File: config.mk
export PLATFORM = sky130hd
export DESIGN_NAME = wdr_watchdog
export DESIGN_NICKNAME = d
export VERILOG_FILES = /design/src/rtl/wdr_pkg.sv /design/src/rtl/wdr_mc_tick.sv /design/src/rtl/wdr_pulse_timer.sv /design/src/rtl/wdr_watchdog.sv
export SDC_FILE = /design/constraint.sdc
export NUM_CORES = 1
export LEC_CHECK = 0
export BUFFER_PORTS_ARGS = -buffer_cell sky130_fd_sc_hd__buf_2
export CORE_MARGIN = 2
export CORE_UTILIZATION = 30
export CTS_CLUSTER_DIAMETER = 200
export CTS_CLUSTER_SIZE = 10
export DETAILED_ROUTE_END_ITERATION = 6
export PLACE_DENSITY_LB_ADDON = 0.3
export RECOVER_POWER = 25
export REMOVE_ABC_BUFFERS = 1
export SYNTH_ARGS = -nofsm -noshare
export SYNTH_HDL_FRONTEND = slang
export SYNTH_HIERARCHICAL = 1
export SYNTH_SLANG_ARGS = --single-unit
File: constraint.sdc
create_clock -name clk -period 6.5 [get_ports clk]
set_clock_uncertainty 0.2 [all_clocks]
set_input_delay 1.95 -clock clk [delete_from_list [all_inputs] [get_ports clk]]
set_output_delay 1.95 -clock clk [all_outputs]
set_load 0.02 [all_outputs]
File: src/rtl/wdr_pkg.sv
// Shared constants and types of the watchdog overflow reset block
package wdr_pkg;

	// Special-function addresses seen on the core's internal register port
	localparam logic [7:0] KEY_ADDR = 8'hae;
	localparam logic [7:0] SERVICE_ADDR = 8'ha6;

	// Guard key encodings
	localparam logic [7:0] KEY_DISABLE = 8'h55;
	localparam logic [7:0] KEY_RESET = 8'h00;

	// Counter layout: preset field on top, cleared field below
	localparam int CNT_W = 22;
	localparam int PRESET_W = 7;
	localparam int LOW_W = 15;
	localparam int PRESET_LSB = 15;
	localparam logic [CNT_W-1:0] CNT_RESET = 22'h000000;
	localparam logic [CNT_W-1:0] CNT_MAX = 22'h3fffff;
	localparam logic [LOW_W-1:0] LOW_CLEAR = 15'h0000;

	// Timing: the core clock is the oscillator, 4 ns per period
	localparam int CLK_PERIOD_NS = 4;
	localparam int OSC_PERIOD_NS = 4;
	localparam int MC_OSC_PERIODS = 12;
	localparam int MC_CLKS = (MC_OSC_PERIODS * OSC_PERIOD_NS + CLK_PERIOD_NS - 1) / CLK_PERIOD_NS;
	localparam int RST_PULSE_MC = 32768;
	localparam int RST_PULSE_CYCLES = MC_CLKS * RST_PULSE_MC;

	// Machine-cycle prescaler and reset pulse counter widths
	localparam int MC_CNT_W = 4;
	localparam logic [MC_CNT_W-1:0] MC_CNT_RESET = 4'h0;
	localparam int PULSE_CNT_W = 19;
	localparam logic [PULSE_CNT_W-1:0] PULSE_CNT_RESET = 19'h00000;

	// Register read data reset value
	localparam logic [7:0] RDATA_RESET = 8'h00;

	typedef enum logic [1:0] {
		ST_RUN = 2'b01,
		ST_PULSE = 2'b10
	} wdr_state_t;

	typedef struct packed {
		wdr_state_t state;
		logic [CNT_W-1:0] count;
		logic [7:0] key;
		logic [7:0] rdData;
		logic rstOut;
		logic active;
	} wdr_core_t;

	localparam wdr_core_t CORE_RESET = '{
		state: ST_RUN,
		count: CNT_RESET,
		key: KEY_RESET,
		rdData: RDATA_RESET,
		rstOut: 1'b0,
		active: 1'b1
	};

endpackage : wdr_pkg

File: src/rtl/wdr_mc_tick.sv
// Machine-cycle tick generator: one pulse every DIV clocks
`timescale 1ns/10ps
module wdr_mc_tick import wdr_pkg::*; #(
	parameter int DIV = MC_CLKS
) (
	input wire logic clk,
	input wire logic sys_rst,
	output logic tick
);

	typedef struct packed {
		logic [MC_CNT_W-1:0] phase;
		logic tick;
	} wdr_tick_st_t;

	localparam logic [MC_CNT_W-1:0] LAST_PHASE = MC_CNT_W'(DIV - 1);

	wdr_tick_st_t st_ff;
	wdr_tick_st_t nxt_st;

	always_comb begin
		nxt_st = st_ff;
		nxt_st.tick = 1'b0;
		if (st_ff.phase == LAST_PHASE) begin
			nxt_st.phase = MC_CNT_RESET;
			nxt_st.tick = 1'b1;
		end else begin
			nxt_st.phase = st_ff.phase + 4'h1;
		end
	end

	always_ff @(posedge clk or posedge sys_rst) begin
		if (sys_rst) begin
			st_ff <= '{phase: MC_CNT_RESET, tick: 1'b0};
		end else begin
			st_ff <= nxt_st;
		end
	end

	assign tick = st_ff.tick;

endmodule : wdr_mc_tick

File: src/rtl/wdr_pulse_timer.sv
// Fixed-length pulse timer: runs CYCLES clocks after a start strobe
`timescale 1ns/10ps
module wdr_pulse_timer import wdr_pkg::*; #(
	parameter int CYCLES = RST_PULSE_CYCLES
) (
	input wire logic clk,
	input wire logic sys_rst,
	input wire logic start,
	output logic lastCycle
);

	typedef struct packed {
		logic [PULSE_CNT_W-1:0] remain;
		logic busy;
	} wdr_pulse_st_t;

	localparam logic [PULSE_CNT_W-1:0] LOAD_VAL = PULSE_CNT_W'(CYCLES - 1);

	wdr_pulse_st_t st_ff;
	wdr_pulse_st_t nxt_st;

	always_comb begin
		nxt_st = st_ff;
		if (start && !st_ff.busy) begin
			nxt_st.busy = 1'b1;
			nxt_st.remain = LOAD_VAL;
		end else if (st_ff.busy) begin
			if (st_ff.remain == PULSE_CNT_RESET) begin
				nxt_st.busy = 1'b0;
			end else begin
				nxt_st.remain = st_ff.remain - 19'h00001;
			end
		end
	end

	always_ff @(posedge clk or posedge sys_rst) begin
		if (sys_rst) begin
			st_ff <= '{remain: PULSE_CNT_RESET, busy: 1'b0};
		end else begin
			st_ff <= nxt_st;
		end
	end

	// High in the final clock of the pulse
	assign lastCycle = st_ff.busy && (st_ff.remain == PULSE_CNT_RESET);

endmodule : wdr_pulse_timer

File: src/rtl/wdr_watchdog.sv
// Watchdog overflow reset: 22-bit machine-cycle counter, service and key registers
//
// Contract
// - Overflow of the watchdog counter asserts a system reset of the whole controller.
// - Counter and reset generation keep running in Idle; Idle never freezes them.
// - The timing element is a 22-bit counter with a writable service and key register.
// - The watchdog runs from reset onward with no software action to start it.
// - The counter advances by exactly one per machine cycle.
// - Overflow is seen after 4194304 machine cycles from zero, at the wrap past the maximum.
// - A service write loads the value into the top seven bits of the counter.
// - Writing zero to the service register leaves the whole counter at zero.
// - The watchdog is disabled only while the key register holds 55 hex.
// - Every other key value keeps the watchdog enabled and counting.
// - Full timeout from zero is twelve oscillator periods times two to the 22nd.
// - The generated reset pulse lasts twelve oscillator periods times two to the 15th.
// - The key register is one 8-bit register at address 0AEh, all bits forming the key.
`timescale 1ns/10ps
module wdr_watchdog import wdr_pkg::*; #(
	parameter int PULSE_CYCLES = RST_PULSE_CYCLES,
	// Clocks per machine cycle; lowered only to shorten simulation runs
	parameter int MC_DIV = MC_CLKS
) (
	// Core clock, equal to the oscillator
	input wire logic clk,
	// Power-on and external reset
	input wire logic sys_rst,
	// Special-function register port of the core
	input wire logic [7:0] sfrAddr,
	input wire logic [7:0] sfrWrData,
	input wire logic sfrWrEn,
	input wire logic sfrRdEn,
	output logic [7:0] sfrRdData,
	// System reset request to the rest of the controller
	output logic wdtReset,
	// Counting status
	output logic wdtActive
);

	wdr_core_t st_ff;
	wdr_core_t nxt_st;

	logic mcTick;
	logic pulseLast;
	logic keyWrite;
	logic serviceWrite;
	logic keyRead;
	logic serviceRead;
	logic counting;
	logic overflow;
	logic startPulse;

	// Machine cycle is twelve core clocks
	wdr_mc_tick #(
		.DIV(MC_DIV)
	) u_mc_tick (
		.clk(clk),
		.sys_rst(sys_rst),
		.tick(mcTick)
	);

	// Reset pulse length counter
	wdr_pulse_timer #(
		.CYCLES(PULSE_CYCLES)
	) u_pulse_timer (
		.clk(clk),
		.sys_rst(sys_rst),
		.start(startPulse),
		.lastCycle(pulseLast)
	);

	// Register decode
	always_comb begin
		keyWrite = sfrWrEn && (sfrAddr == KEY_ADDR);
		serviceWrite = sfrWrEn && (sfrAddr == SERVICE_ADDR);
		keyRead = sfrRdEn && (sfrAddr == KEY_ADDR);
		serviceRead = sfrRdEn && (sfrAddr == SERVICE_ADDR);
	end

	// Enable decision: only the exact disable key stops counting
	always_comb begin
		counting = (st_ff.state == ST_RUN) && (st_ff.key != KEY_DISABLE);
	end

	// Wrap past the 22-bit maximum on a counting machine cycle
	always_comb begin
		overflow = counting && mcTick && (st_ff.count == CNT_MAX) && !serviceWrite;
		startPulse = overflow;
	end

	// Next-state logic of the core
	always_comb begin
		nxt_st = st_ff;
		case (st_ff.state)
			ST_RUN: begin
				if (overflow) begin
					// Counter wraps to zero and the reset pulse begins
					nxt_st.state = ST_PULSE;
					nxt_st.count = CNT_RESET;
				end else if (serviceWrite) begin
					// Service beats a same-cycle increment
					nxt_st.count = {sfrWrData[PRESET_W-1:0], LOW_CLEAR};
				end else if (counting && mcTick) begin
					nxt_st.count = st_ff.count + 22'h000001;
				end
				if (keyWrite) begin
					nxt_st.key = sfrWrData;
				end
			end
			ST_PULSE: begin
				// The whole controller is held in reset; register writes are ignored
				nxt_st.count = CNT_RESET;
				nxt_st.key = KEY_RESET;
				if (pulseLast) begin
					nxt_st.state = ST_RUN;
				end
			end
			default: begin
				nxt_st.state = ST_RUN;
				nxt_st.count = CNT_RESET;
				nxt_st.key = KEY_RESET;
			end
		endcase

		// Read data holds until the next read strobe
		if (keyRead) begin
			nxt_st.rdData = st_ff.key;
		end else if (serviceRead) begin
			nxt_st.rdData = {1'b0, st_ff.count[CNT_W-1:PRESET_LSB]};
		end else if (sfrRdEn) begin
			nxt_st.rdData = RDATA_RESET;
		end

		nxt_st.rstOut = (nxt_st.state == ST_PULSE);
		nxt_st.active = (nxt_st.state == ST_RUN) && (nxt_st.key != KEY_DISABLE);
	end

	// Counter starts at zero and enabled straight out of reset
	always_ff @(posedge clk or posedge sys_rst) begin
		if (sys_rst) begin
			st_ff <= CORE_RESET;
		end else begin
			st_ff <= nxt_st;
		end
	end

	assign sfrRdData = st_ff.rdData;
	assign wdtReset = st_ff.rstOut;
	assign wdtActive = st_ff.active;

endmodule : wdr_watchdog
# Word-level counts from Yosys, hierarchy flattened
# Index checks and enable logic that the tools add are counted.
# totals
ff_bits,67
latch_bits,0
ramBits,0
rom_bits,0
inputBits,20
out_inout_bits,10
mem_count,0
# op_classes
addsub,3
multipliers,0
div,0
n_lt_le_gt_ge,0
eq_ne,12
shifts,0
muxes,16
bitwise,0
n_reduce_logical,17
# ops
cell,count
$mux W22,3
$pmux W32 S2,1
$mux W20,2
$mux W8,4
$add A22 B1 Y22 const B,1
$eq A22 B22 Y1 const B,1
$logic_not A19 Y1,1
$mux W19,1
$sub A19 B1 Y19 const B,1
$eq A8 B8 Y1 const B,2
$ne A8 B7 Y1 const B,2
$logic_and A1 B1 Y1,11
$add A4 B1 Y4 const B,1
$eq A2 B1 Y1 const B,2
$eq A2 B2 Y1 const B,2
$eq A4 B4 Y1 const B,1
$mux W2,2
$mux W4,1
$ne A4 B2 Y1 const B,1
$reduce_bool A3 Y1,1
$logic_not A1 Y1,2
$mux W1,2
$ne A2 B1 Y1 const B,1
$reduce_and A2 Y1,1
$reduce_bool A2 Y1,1

# Logic depth before layout (Yosys ltp)
# depth
depth_word,9
mapped_depth,10
depth_no_buf,9

# Cells and area by module
# The synthesis kept the hierarchy.
# modules_own_cells
module,n_inst,cells_per_inst,area_each_um2,seq_area_each_um2
wdr_watchdog,1,274,2513.7,1053.5
wdr_pulse_timer,1,124,1197.4,500.5
wdr_mc_tick,1,16,209.0,125.1

# Worst setup path after synthesis
# OpenSTA, ideal clock, no wires.
# synth_path
path_kind,input port to flip-flop
startpoint,in sfrAddr[6]
endpoint,reg u_pulse_timer/st_ff[5] (netlist bit)
setup_time_ps,128
arrival_time_ps,3558
required_ps,6172
setup_slack_ps,2613
stages,8
n_path_buf,2
cell_sequence,nand4bb_1 -> o31ai_1 -> buf_2 -> nor3_1 -> nor2b_1 -> clkbuf_1 -> nor4_1 -> nor3_1
# synth_via
elab_chain_cells,7
# synth_rtl
element,line_no,rtl
start: declaration,wdr_watchdog.sv:28,"input wire logic [7:0] sfrAddr,"
$eq A8 B8 Y1 (*),wdr_watchdog.sv:74,serviceWrite = sfrWrEn && (sfrAddr == SERVICE_ADDR);
$logic_and A1 B1 Y1 (*),wdr_watchdog.sv:74,
$logic_not A1 Y1 (*),wdr_watchdog.sv:86,overflow = counting && mcTick && (st_ff.count == CNT_MAX) && !serviceWrite;
$logic_and A1 B1 Y1 (*),wdr_watchdog.sv:86,
named net overflow,wdr_watchdog.sv:49,logic overflow;
$logic_and A1 B1 Y1 (*),wdr_pulse_timer.sv:24,if (start && !st_ff.busy) begin
$ne A2 B1 Y1 (no source line) or $reduce_bool A2 Y1 (tied branches),--,
$reduce_and A2 Y1 (no source line),--,
end signal: assignment,wdr_pulse_timer.sv:38,"st_ff <= '{remain: PULSE_CNT_RESET, busy: 1'b0};"
end signal: assignment,wdr_pulse_timer.sv:40,st_ff <= nxt_st;
end: declaration,wdr_pulse_timer.sv:19,wdr_pulse_st_t st_ff;
# The timed path passes the listed nets; every way through them passes the cells marked *.
# A chain may end at the register's enable or synchronous reset.

==> qor.yml <==
postCtsHoldBufs: 0
routedWlPerCell_um: 14.8
synthTopCellsByArea: "dfrtp_1, mux2i_1, nor2_1"
grt_usage_pct: 13.5
io_pins: 30
dr.pass1.iters: 7
ys.flop_type: "dfrtp_1"
post-synth-top-area-cell: "dfrtp_1"
path_clk_slew_ns: 0.05
synth_fa_ha_area_share_pct: 1.92
syn_area_per_cell_um2: 9.47
drt_wl_total_um: 9030
synthArstFlopShare_pct: 100
worstMarginPinSlew_ns: 2.25
antenna_left: 0
stdcell_area_um2: 4450
synth_top_family_by_area: "simple AND/OR/NAND/NOR gates"
htree_levels: 3
syn_to_final_growth_pct: 13.4
cp-startpoint: "sys_rst"
muxShareOfSynthArea_pct: 5.81
yosys.area.top_type_share_pct: 41.5
grt_max_degree: 43
postCtsResizedCells: 0
crit_buf_inv: 3
synthCells: 414
overflow: 0
fin_util_pct: 35.1
synth_enable_flop_cells: 0
synth_compound_area_share_pct: 15.6
dp_hpwl_um: 6320
via_per_inst: 5.23
slew_violations: 43
ctsLongestPathBuffers: 2
clk_latency_ns: 0.33
cts_tree: "done"
whs_ns: 0.278
final_nets: 458
place_area_um2: 4160
reg2reg_to: "u_pulse_timer/st_ff[5]"
synthXorXnorAreaFrac_pct: 2.01
crit_chain: "clkbuf_1 -> inv_1 -> clkbuf_1"
holdPathStages: 1
critPathMaxFanout: 42
place.gp.congestion: 0.770
die_h_um: 118
ys_warn_count: 6
min-delay-start: "u_mc_tick/st_ff[1]"
power_density_nw_per_um2: 209
core_um2: 12700
status: "finished, violations left"
ys_seq_area_share_pct: 42.8
hold_viol_final: 0
io_buffers: 29
num_vias: 3184
hp-class: "register to register"
cts_buffers: 9
vdd_drop_max_v: 0.000107
fmax_ghz: 0.252
min_period_ns: 3.97
finalCritPeriodShare_pct: 61.0
setup_viol: 0
antenna_found_initial: 0
grt_first_pass_wirelength_um: 15500
rows: 41
start_util_pct: 30.9
reg2reg_depth: 8
worstSetupStartpointType: "input port"
required_ns: 6.27
synthSimpleGateAreaFrac_pct: 25.6
cts_setup_buffers: 0
path_common_cell: "clkbuf_1"
insertedDiodeCount: 0
reg2reg_setup_slack_ns: 3.38
rr_startpoint: "st_ff[18]"
p_leak_uw: 0.00178
failed_checks: "max-capacitance violations, max-slew violations"
crit_slowest_cell: "clkbuf_1"
cts_root_buf: "clkbuf_16"
slew_headroom_pct: -50.0
drt_iter0_markers: 139
whs_endpoint: "u_mc_tick/st_ff[1]"
cp.arrival_ns: 3.74
fin_tns_setup_ns: 0
crit_family: "buffers and inverters"
end_kind: "async pin"
synth_cell_types: 64
maxCapViolCount: 1
cts_sinks: 67
dieArea_um2: 14000
grt_pass1_vias: 3092
synth_area_um2: 3920
critPathMaxStageDelay_ns: 1.60
die_w_um: 118
worstSetupPathType: "input port to async pin"
drc: 0
drive_above_1_share_pct: 15.3
synth_seq_cells: 67
rsz0062_at_grt: "no"
==> through the flow <==
step                      worst slack, ns  total power, uW  cells
after floorplan                      2.38              434    389
after global placement               2.42              448    593
after detailed placement             2.37              449    593
after CTS                            2.74              943    609
after global routing                 2.04              964    609
final                                2.53              929    609
==> cell usage after synthesis, types with 7 or more instances <==
master   number
nor2_1       42
nand2_1      28
nor3_1        8
and4_1        8
o21ai_0      16
buf_4         8
nand3_1      11
o22ai_1      13
nor4_1        8
mux2i_1      19
a31oi_1      12
nand4_1      10
dfrtp_1      65
o31a_1        7
buf_2         9
a21oi_1      11
inv_1        27
==> state kept, by name, indices dropped and copies added, names as in the netlist <==
register             cells
sfrRdData                8
wdtReset                 1
st_ff                   32
u_pulse_timer/st_ff     20
u_mc_tick/tick           1
wdtActive                1
u_mc_tick/st_ff          4
==> worst register-to-register path, delay by kind of cell (launching register included) <==
kind / cells / cell delay [ns]
flip-flops: 1 / 0.42
AND/OR/NAND/NOR: 7 / 2.13
adder cells (fa/ha/maj): 1 / 0.29
==> worst max-delay path by stage <==
stage | endpoint | slack [ns] | depth (start not counted)
after floorplan | u_pulse_timer/st_ff[5] | 2.38 | 6
after global placement | u_pulse_timer/st_ff[5] | 2.42 | 7
after global routing | wdtReset | 2.04 | 3
final | wdtReset | 2.53 | 3
after CTS | u_pulse_timer/st_ff[5] | 2.74 | 7
after detailed placement | u_pulse_timer/st_ff[5] | 2.37 | 7
==> report_power, final <==
group / switching (uW) / leakage [uW] / internal, uW
logic: 16.2 / 0.000798 / 6.78
clock network: 192 / 0.000135 / 297
registers: 0.0000000000000502 / 0.000852 / 417
==> placed cells by master, fill, tap and decap left out, types with 3 or more instances in the layout <==
cell	netlist	layout
clkbuf_16	0	9
o31a_1	7	7
nand4b_1	3	3
o211ai_1	4	4
nand4_1	10	10
o21ai_1	6	6
nor4_1	8	8
xnor2_1	3	3
clkinvlp_4	0	3
buf_2	9	28
a211oi_1	5	5
o21ai_0	16	16
xor2_1	6	6
nor2_1	42	42
mux2i_1	19	19
or4_1	3	3
a21oi_1	11	11
nand2_1	28	28
nor4_4	3	3
nand3_1	11	11
inv_1	27	27
nand4bb_1	4	4
and4_1	8	8
and2_1	6	6
ha_1	6	6
nand2b_1	6	6
nor4_2	3	3
a31oi_1	12	12
o22ai_1	13	13
dfrtp_1	65	65
clkbuf_1	6	3
and3_1	6	6
nor3_1	8	8
nor2b_1	3	3
==> routing by layer <==
layer	GRT usage, %	wire, um	share of wire (%)	up-vias
met4	5.35	146	1.6	0
met2	22.2	4240	47	76
met3	2.56	297	3.3	10
met1	17.4	4340	48	1546
li1	-	-	-	1552
met5	0	0	0	-
==> layout make-up <==
cell class | instances | area, um2
Sequential cell | 67 | 1680
Inverter | 27 | 101
Tap cell | 172 | 215
Clock inverter | 6 | 66.3
Multi-Input combinational cell | 295 | 1990
Fill cell | 1303 | 8220
Clock buffer | 10 | 229
Timing Repair Buffer | 32 | 163
==> cell families after synthesis <==
| group | after synthesis |
|---|---|
| DFF | 67 |
| muxes | 22 |
| xor gates and xnor gates | 9 |
| and+or+nand+nor | 166 |
| adders and majority gates | 6 |
| AOI/OAI and AO/OA | 92 |
| buffers and inverters | 52 |
Power figures use the tool's default switching activity.
